### config.mk
export PLATFORM = sky130hd
export DESIGN_NAME = ppcr_regs
export DESIGN_NICKNAME = d
export VERILOG_FILES = /design/src/verilog/ppcr_pkg.sv /design/src/verilog/ppcr_regs.sv /design/src/verilog/ppcr_fault_latch.sv
export SDC_FILE = /design/constraint.sdc
export NUM_CORES = 1
export LEC_CHECK = 0
export BUFFER_PORTS_ARGS = -buffer_cell sky130_fd_sc_hd__buf_2
export CAP_MARGIN = 20
export CELL_PAD_IN_SITES_DETAIL_PLACEMENT = 1
export CELL_PAD_IN_SITES_GLOBAL_PLACEMENT = 1
export CORE_MARGIN = 1.5
export CORE_UTILIZATION = 29
export DETAILED_ROUTE_END_ITERATION = 8
export HOLD_SLACK_MARGIN = 0.1
export PLACE_DENSITY = 0.77
export SYNTH_ARGS = -nofsm -noshare
export SYNTH_HDL_FRONTEND = slang
export SYNTH_SLANG_ARGS = --single-unit
### constraint.sdc
create_clock -name pclk -period 1.5 [get_ports pclk]
set_input_delay 0.3 -clock pclk [delete_from_list [all_inputs] [get_ports pclk]]
set_output_delay 0.3 -clock pclk [all_outputs]
set_load 0.1 [all_outputs]
### src/verilog/ppcr_pkg.sv
// Package for the per-port PHY control register bank.
// Assumes a 32-bit APB slave on pclk with one aligned word per register.
`default_nettype none
package ppcr_pkg;
    // ==========================================================
    // Register indices and byte addresses
    // ==========================================================
    localparam logic [7:0] FAULT_LOW_IDX = 8'h2b;
    localparam logic [7:0] FORCED_MODE_IDX = 8'h2c;
    localparam logic [7:0] MISC_CTRL_IDX = 8'h2d;
    localparam logic [7:0] FAULT_HIGH_IDX = 8'h2a;
    localparam logic [9:0] FAULT_LOW_ADDR = {FAULT_LOW_IDX, 2'b00};
    localparam logic [9:0] FORCED_MODE_ADDR = {FORCED_MODE_IDX, 2'b00};
    localparam logic [9:0] MISC_CTRL_ADDR = {MISC_CTRL_IDX, 2'b00};
    localparam logic [9:0] FAULT_HIGH_ADDR = {FAULT_HIGH_IDX, 2'b00};
    localparam int ADDR_W = 10;
    // ==========================================================
    // Field positions
    // ==========================================================
    localparam int NEG_DIS_BIT = 7;
    localparam int SPEED_BIT = 6;
    localparam int DUPLEX_BIT = 5;
    localparam int BLANK_BIT = 7;
    localparam int TX_DIS_BIT = 6;
    localparam int RESTART_BIT = 5;
    localparam int PWR_DOWN_BIT = 3;
    // ==========================================================
    // Reset values
    // ==========================================================
    localparam logic [7:0] FORCED_MODE_RST = 8'h5f;
    localparam logic [7:0] MISC_CTRL_RST = 8'h00;
    localparam logic [4:0] FORCED_RSVD_VAL = 5'h1f;
    // Fault distance step in decimetres per count
    localparam int FAULT_STEP_DM = 4;
    // ==========================================================
    // Carriers
    // ==========================================================
    typedef struct packed {
        logic neg_disable;
        logic speed_100;
        logic full_duplex;
    } ppcr_mode_s;
    typedef struct packed {
        logic tx_disable;
        logic restart_pulse;
        logic power_down;
    } ppcr_ctrl_s;
endpackage : ppcr_pkg
`default_nettype wire

### src/verilog/ppcr_regs.sv
// Per-port PHY control register bank: fault distance, forced mode, misc control.
// Assumes APB master on pclk; fault count arrives from same-clock diagnostic logic.
//
// The APB slave port was chosen for this implementation.
`default_nettype none
module ppcr_regs
    import ppcr_pkg::*;
#(
    parameter int NUM_PORTS = 4
) (
    // APB slave
    input wire logic pclk,
    input wire logic presetn,
    input wire logic psel,
    input wire logic penable,
    input wire logic pwrite,
    input wire logic [31:0] paddr,
    input wire logic [31:0] pwdata,
    input wire logic [3:0] pstrb,
    output logic [31:0] prdata,
    output logic pready,
    output logic pslverr,
    // Diagnostic engine
    input wire logic fault_capture,
    input wire logic [8:0] fault_count,
    // Indicator requests from port logic
    input wire logic [NUM_PORTS*3-1:0] indicator_req_n,
    // Port controls
    output ppcr_mode_s mode_out,
    output ppcr_ctrl_s ctrl_out,
    output logic [NUM_PORTS*3-1:0] indicator_pin_n
);
    // ==========================================================
    // Bus decode
    // ==========================================================
    logic [ADDR_W-1:0] word_addr;
    logic access_ok;
    logic wr_en;
    logic rd_en;
    logic hit_fault_low;
    logic hit_fault_high;
    logic hit_mode;
    logic hit_misc;
    logic hit_any;
    assign word_addr = paddr[ADDR_W-1:0];
    assign access_ok = psel && penable;
    assign hit_fault_low = (word_addr == FAULT_LOW_ADDR);
    assign hit_fault_high = (word_addr == FAULT_HIGH_ADDR);
    assign hit_mode = (word_addr == FORCED_MODE_ADDR);
    assign hit_misc = (word_addr == MISC_CTRL_ADDR);
    // Upper address bits must be zero, so aliases of the bank answer with an error
    assign hit_any = (hit_fault_low || hit_fault_high || hit_mode || hit_misc) && (paddr[31:ADDR_W] == '0);
    assign wr_en = access_ok && pwrite && hit_any && pstrb[0];
    // Reads decode in the setup cycle, writes commit at the end of the access cycle
    assign rd_en = psel && !penable && !pwrite;
    // ==========================================================
    // Fault count storage
    // ==========================================================
    // Count width is fixed at nine bits by the distance encoding
    logic [8:0] fault_held;
    ppcr_fault_latch #(
        .COUNT_W(9)
    ) u_fault (
        .pclk(pclk),
        .presetn(presetn),
        .capture(fault_capture),
        .count_in(fault_count),
        .count_out(fault_held)
    );
    // ==========================================================
    // Control registers
    // ==========================================================
    logic [2:0] mode_reg;
    logic [2:0] mode_next;
    // Misc holds blank, transmitter disable and power down; reserved bits are not stored
    logic [2:0] misc_reg;
    logic [2:0] misc_next;
    logic restart_reg;
    logic restart_next;
    always_comb begin
        mode_next = mode_reg;
        misc_next = misc_reg;
        restart_next = 1'b0;
        if (wr_en && hit_mode) begin
            // negotiation disable and speed and duplex store
            mode_next = pwdata[NEG_DIS_BIT:DUPLEX_BIT];
        end
        if (wr_en && hit_misc) begin
            misc_next = {pwdata[BLANK_BIT], pwdata[TX_DIS_BIT], pwdata[PWR_DOWN_BIT]};
            restart_next = pwdata[RESTART_BIT];
        end
    end
    always_ff @(posedge pclk or negedge presetn) begin
        if (!presetn) begin
            mode_reg <= FORCED_MODE_RST[NEG_DIS_BIT:DUPLEX_BIT];
            misc_reg <= {MISC_CTRL_RST[BLANK_BIT], MISC_CTRL_RST[TX_DIS_BIT], MISC_CTRL_RST[PWR_DOWN_BIT]};
            restart_reg <= 1'b0;
        end else begin
            mode_reg <= mode_next;
            misc_reg <= misc_next;
            restart_reg <= restart_next;
        end
    end
    // ==========================================================
    // Read data
    // ==========================================================
    logic [31:0] rdata_next;
    logic [31:0] rdata_reg;
    // Loaded from the setup cycle so the word stands through the whole access cycle
    always_comb begin
        rdata_next = rdata_reg;
        if (rd_en) begin
            // Unmapped reads return zero alongside the error response
            rdata_next = 32'h0000_0000;
            if (hit_any && hit_fault_low) begin
                rdata_next[7:0] = fault_held[7:0];
            end
            if (hit_any && hit_fault_high) begin
                rdata_next[0] = fault_held[8];
            end
            if (hit_any && hit_mode) begin
                rdata_next[7:0] = {mode_reg, FORCED_RSVD_VAL};
            end
            if (hit_any && hit_misc) begin
                rdata_next[7:0] = {misc_reg[2], misc_reg[1], 1'b0, 1'b0, misc_reg[0], 3'h0};
            end
        end
    end
    always_ff @(posedge pclk or negedge presetn) begin
        if (!presetn) begin
            rdata_reg <= 32'h0000_0000;
        end else begin
            rdata_reg <= rdata_next;
        end
    end
    // ==========================================================
    // Bus response
    // ==========================================================
    logic ready_next;
    logic slverr_next;
    always_comb begin
        // No wait states: the answer comes in the first access cycle
        ready_next = psel && !penable;
        // The error flag travels with ready so the master sees both at one edge
        slverr_next = psel && !penable && !hit_any;
    end
    always_ff @(posedge pclk or negedge presetn) begin
        if (!presetn) begin
            pready <= 1'b0;
            pslverr <= 1'b0;
        end else begin
            pready <= ready_next;
            pslverr <= slverr_next;
        end
    end
    // ==========================================================
    // Indicator pins
    // ==========================================================
    logic [NUM_PORTS*3-1:0] pin_next;
    logic [NUM_PORTS*3-1:0] pin_reg;
    // Blanking is registered with the requests, so the pins never glitch
    genvar gi;
    generate
        for (gi = 0; gi < NUM_PORTS*3; gi++) begin : g_ind
            assign pin_next[gi] = misc_reg[2] | indicator_req_n[gi];
        end
    endgenerate
    always_ff @(posedge pclk or negedge presetn) begin
        if (!presetn) begin
            pin_reg <= '1;
        end else begin
            pin_reg <= pin_next;
        end
    end
    // ==========================================================
    // Port control outputs
    // ==========================================================
    ppcr_mode_s mode_out_next;
    ppcr_mode_s mode_out_reg;
    ppcr_ctrl_s ctrl_out_next;
    ppcr_ctrl_s ctrl_out_reg;
    always_comb begin
        mode_out_next = ppcr_mode_s'(mode_reg);
        ctrl_out_next = '{tx_disable: misc_reg[1], restart_pulse: restart_reg, power_down: misc_reg[0]};
    end
    // Power down is passed to the port untouched; this bank does not sequence it
    always_ff @(posedge pclk or negedge presetn) begin
        if (!presetn) begin
            // speed shows 100 Mbit out of reset
            mode_out_reg <= ppcr_mode_s'(FORCED_MODE_RST[NEG_DIS_BIT:DUPLEX_BIT]);
            ctrl_out_reg <= '0;
        end else begin
            mode_out_reg <= mode_out_next;
            ctrl_out_reg <= ctrl_out_next;
        end
    end
    assign prdata = rdata_reg;
    assign indicator_pin_n = pin_reg;
    assign mode_out = mode_out_reg;
    assign ctrl_out = ctrl_out_reg;
endmodule : ppcr_regs
`default_nettype wire

### src/verilog/ppcr_fault_latch.sv
// Holds the nine-bit cable fault count captured from the diagnostic engine.
// Assumes the capture strobe and count come from logic on pclk.
`default_nettype none
module ppcr_fault_latch #(
    parameter int COUNT_W = 9
) (
    // Clock and reset
    input wire logic pclk,
    input wire logic presetn,
    // Capture side
    input wire logic capture,
    input wire logic [COUNT_W-1:0] count_in,
    // Held value
    output logic [COUNT_W-1:0] count_out
);
    logic [COUNT_W-1:0] count_reg;
    logic [COUNT_W-1:0] count_next;
    always_comb begin
        count_next = capture ? count_in : count_reg;
    end
    always_ff @(posedge pclk or negedge presetn) begin
        if (!presetn) begin
            count_reg <= '0;
        end else begin
            count_reg <= count_next;
        end
    end
    assign count_out = count_reg;
endmodule : ppcr_fault_latch
`default_nettype wire

# After elaboration in Yosys (flattened, before gate mapping)
# Cells that the tools add are included.
dict set report op_classes {
  reduce_logical 21
  bitwise 12
  muxes 5
  n_eq_ne 4
}
# cell count
set ops {}
lappend ops {{10-bit by 8-bit equality test with 1-bit output (second input constant)} 4}
lappend ops {{8-bit 2-to-1 mux} 3}
lappend ops {{22-bit logical NOT} 1}
lappend ops {{1-bit logical AND} 14}
lappend ops {{1-bit bitwise OR} 12}
lappend ops {{1-bit logical NOT} 3}
lappend ops {{1-bit logical OR} 3}
lappend ops {{1-bit 2-to-1 mux} 2}
dict set report word_totals {
  out_inout_bits 52
  wordCells 56
  inputBits 95
  reg_bits 44
}

# Longest topological paths before layout
dict set report depth {
  depth_word 10
  depth_mapped 5
  mapped_depth_nobuf 4
}

# By module
# Synthesis repeated with hierarchy kept, for this count alone.
dict set report unflattened {
  cells_unflattened 161
  area_unflattened_um2 2026.9
}
# module instances area_per_inst_um2 cells_each seq_area_each_um2
set modules_own_cells {}
lappend modules_own_cells {ppcr_regs 1 1655.3 142 893.4}
lappend modules_own_cells {ppcr_fault_latch 1 371.6 19 225.2}

# Worst setup path after synthesis
# No wires, ideal clock.
dict set report synth_timing {
  path_kind {input -> register}
  from {input port paddr[26]}
  to {register rdata_reg[6], in the netlist prdata[6]}
  stages 5
  arrival_time_ns 1.563
  setup_time_ns 0.095
  path_slack_ns -0.159
  n_path_buf 1
  path_cell_list {nor4_1 nand2_1 or4_1 clkbuf_2 o31ai_1}
}
dict set report synth_between {
  elab_chain_cells 6
  elab_cells_between_ends 8
  classes_between {mux: 3; reduce/logical: 5}
}
# item line
set synth_lines {}
lappend synth_lines {{from (decl)} ppcr_regs.sv:17} ;# input wire logic [31:0] paddr,
lappend synth_lines {{22-bit logical NOT *} ppcr_regs.sv:52} ;# assign hit_any = (hit_fault_low || hit_fault_high || hit_mode || hit_misc) && (paddr[31:ADDR_W] == '0);
lappend synth_lines {{1-bit logical AND *} ppcr_regs.sv:52}
lappend synth_lines {{1-bit logical AND} ppcr_regs.sv:115} ;# if (hit_any && hit_fault_low) begin
lappend synth_lines {{8-bit 2-to-1 mux} ppcr_regs.sv:115}
lappend synth_lines {{8-bit 2-to-1 mux} ppcr_regs.sv:121} ;# if (hit_any && hit_mode) begin
lappend synth_lines {{8-bit 2-to-1 mux *} ppcr_regs.sv:124} ;# if (hit_any && hit_misc) begin
lappend synth_lines {{to (signal assigned)} ppcr_regs.sv:133} ;# rdata_reg <= rdata_next;
lappend synth_lines {{to (decl)} ppcr_regs.sv:108} ;# logic [31:0] rdata_reg;
# Mark *: on every way between the ends. The rest lies on a longest branch, timed or not.
# A chain may end at the register's enable or synchronous reset.

# Worst setup path after layout
dict set report layout_timing {
  from {input port paddr[1]}
  to {register rdata_reg[7], in the netlist prdata[7]}
}
dict set report layout_between {
  elab_chain_cells 9
  elab_cells_between_ends 14
  classes_between {eq/ne: 4; mux: 3; reduce/logical: 7}
}
# item line
set layout_lines {}
lappend layout_lines {{10-bit by 8-bit equality test with 1-bit output, on equally long branches} {ppcr_regs.sv:47, ppcr_regs.sv:48}}
lappend layout_lines {{1-bit logical OR (3 in series)} ppcr_regs.sv:52}
lappend layout_lines {{1-bit logical AND} ppcr_regs.sv:52}
lappend layout_lines {{1-bit logical AND} ppcr_regs.sv:115}
lappend layout_lines {{8-bit 2-to-1 mux} ppcr_regs.sv:115}
lappend layout_lines {{8-bit 2-to-1 mux} ppcr_regs.sv:121}
lappend layout_lines {{8-bit 2-to-1 mux *} ppcr_regs.sv:124}
# Marked as above.

==> metrics.yaml <==
syn_area_mm2: 0.002036
worst-path-stages: 5
worstPathRequired_ns: 1.68
synth_compound_area_frac: 0.06577
grt_pass1_wl_um: 9377
synth_fa_ha_area_frac: 0
die_w_um: 86.79
violations: "negative setup slack"
ys_seq_area_frac: 0.5495
cts_tree: "done"
clockBufferDepth: 2
reg2reg_depth: 4
vias: 1678
ys_seq_elements: 44
utilization: 0.4554
yosysUniqueCellTypes: 38
start_kind: "input pin"
yosysWarnings: 0
slowest_delay_ns: 0.60
antenna_found_initial: 0
initial_core_util: 0.2996
irDropWorstVdd_mv: 0.4587
mostFrequentLayoutCell: "buf_2"
pre_cts_ws_ns: -0.4919
nets: 378
muxShareOfSynthArea: 0.08297
critPathMaxFanout: 5
vias_per_cell: 4.416
post_drt_wl_per_cell_um: 15.88
drive_gt1_frac: 0.6127
whs_ns: 0.1889
synth_top_family_by_area: "simple AND/OR/NAND/NOR gates"
first_global_vias: 1872
largest_reg_flops: 12
whs_path_depth: 2
synth_xor_area_frac: 0.004302
drt-initial-drc-count: 56
clock-sinks: 44
synth-main-ff-cell: "dfrtp_1"
overflow: 0
diodes: 0
cp_slowest_cell: "or4_4"
die_h_um: 86.79
design.die.area_mm2: 0.007532
syn_avg_cell_area_um2: 11.70
synth-simple-area-share: 0.1918
synthArstFlopShare: 1.000
fmax_mhz: 607.1
setup_slack_ns: -0.1471
first_pass_iters: 4
crit_family: "simple AND/OR/NAND/NOR gates"
grt_usage: 0.1651
crit_chain: "buf_6 -> or4_4 -> nor4_2 -> a21oi_1 -> o31ai_1"
setup-violations-final: 8
grt_max_degree: 45
post-route-min-period_ns: 1.647
rsz0062_at_grt: "true"
place_hpwl_um: 4475
fin_crit_sh: 1.098
status: "finished with violations"
gp_congestion: 0.8466
worstSkewPairLatency_ns: 0.29
maxCapViolations: 0
worstHoldPathType: "input pin to flip-flop"
p_leak_nw: 1.522
power_mw: 2.779
final_cell_mix: "buf_2, dfrtp_1, conb_1, buf_4"
worstSetupEndpointType: "flip-flop"
final.fill_count: 762
num_rows: 30
drc: 0
critPathArrivalTime_ns: 1.83
clk_pin_slew_worst_paths_ns: 0.08
netlist_instances: 174
cts_buffers: 5
p_per_area_mw_per_mm2: 898.0
io_pins: 147
drt_wl_total_um: 6033
fin_worst_skew_ns: 0.006206
io_buffers: 91
synth_edf_count: 0
path_class: "input pin to flip-flop"
cts_max_level: 2
ctsRootBufferMaster: "clkbuf_8"
core_mm2: 0.006794
ant_nets: 0
area_growth_pct: 52.00
cp_num_buf_inv: 1
slew_violations: 0
finalHoldViolCount: 0
[metal layers]
metal	track usage	wire [um]	part of all wire
met1	0.1886	2239	0.37
met3	0.04095	306	0.051
met5	0	0	0
met4	0.07331	138	0.023
met2	0.2903	3348	0.55
[layout make-up]
| class | instances | area (um2) | area share |
|---|---|---|---|
| repair buffers | 110 | 837.1 | 0.2705 |
| inverters | 1 | 3.754 | 0.001213 |
| well taps | 96 | 120.1 | 0.03882 |
| clock buffers | 7 | 76.32 | 0.02467 |
| flip-flops and latches | 44 | 1119 | 0.3615 |
| multi-input cells | 121 | 933.4 | 0.3017 |
| clock inverters | 1 | 5.005 | 0.001617 |
[cells by family after synthesis]
logic type | Yosys count
other | 1
AO/OA/AOI/OAI | 20
buffers and inverters | 32
AND/OR/NAND/NOR | 61
XOR/XNOR | 1
flip-flops | 44
multiplexers | 15
[through the flow]
stage	instance area, um2	setup TNS [ns]	std cells
after global routing	3094	-0.9712	380
after global placement	2838	-5.862	370
after detailed placement	2838	-6.639	370
final	3094	-0.4935	380
after CTS	3077	-0.2308	380
after floorplan	2135	-1.542	197
[final timing paths]
kind / from / end / slack, ns
max: paddr[1] / prdata[7]$_DFFE_PN0P_ / -0.15
min: indicator_req_n[11] / indicator_pin_n[11]$_DFF_PN1_ / 0.19
max reg2reg: mode_out_next[2]$_DFFE_PN0P_ / prdata[7]$_DFFE_PN0P_ / 0.22
min reg2reg: restart_reg$_DFF_PN0_ / ctrl_out[1]$_DFF_PN0_ / 0.36
max in group asynchronous: presetn / indicator_pin_n[7]$_DFF_PN1_ / 0.71
min in group asynchronous: presetn / mode_out_next[2]$_DFFE_PN0P_ / 0.52
[worst reg2reg max path, delay by kind of cell (launching register included)]
kind | cells | cell delay (ns)
AND/OR/NAND/NOR | 2 | 0.33
AO/OA/AOI/OAI | 2 | 0.44
flip-flops | 1 | 0.41
[synthesized netlist by cell type, types with 4 or more instances]
cell type / count / area [um2]
dfrtp_1: 30 / 750.7
buf_4: 24 / 180.2
mux2_2: 15 / 168.9
dfstp_2: 14 / 367.9
or2_2: 12 / 75.07
nand2_1: 10 / 37.54
nor4_1: 7 / 43.79
nor2_1: 5 / 18.77
o31ai_1: 5 / 37.54
a21oi_1: 4 / 20.02
clkbuf_1: 4 / 15.01
nand3_1: 4 / 20.02
o21ai_0: 4 / 20.02
[power breakdown]
| part | switching (mW) | internal (mW) |
|---|---|---|
| clock | 0.371 | 0.327 |
| combinational | 0.578 | 0.221 |
| sequential | 0.0341 | 1.25 |
[what timing repair did]
action,CTS,global route
setup buffers,1,0
setup endpoints to repair,14,11
hold buffers,1,0
gates cloned,0,0
hold endpoints to repair,30,0
gates resized for setup,24,7
pin swaps,6,0
Note: power is estimated with default switching activity, not from simulation.
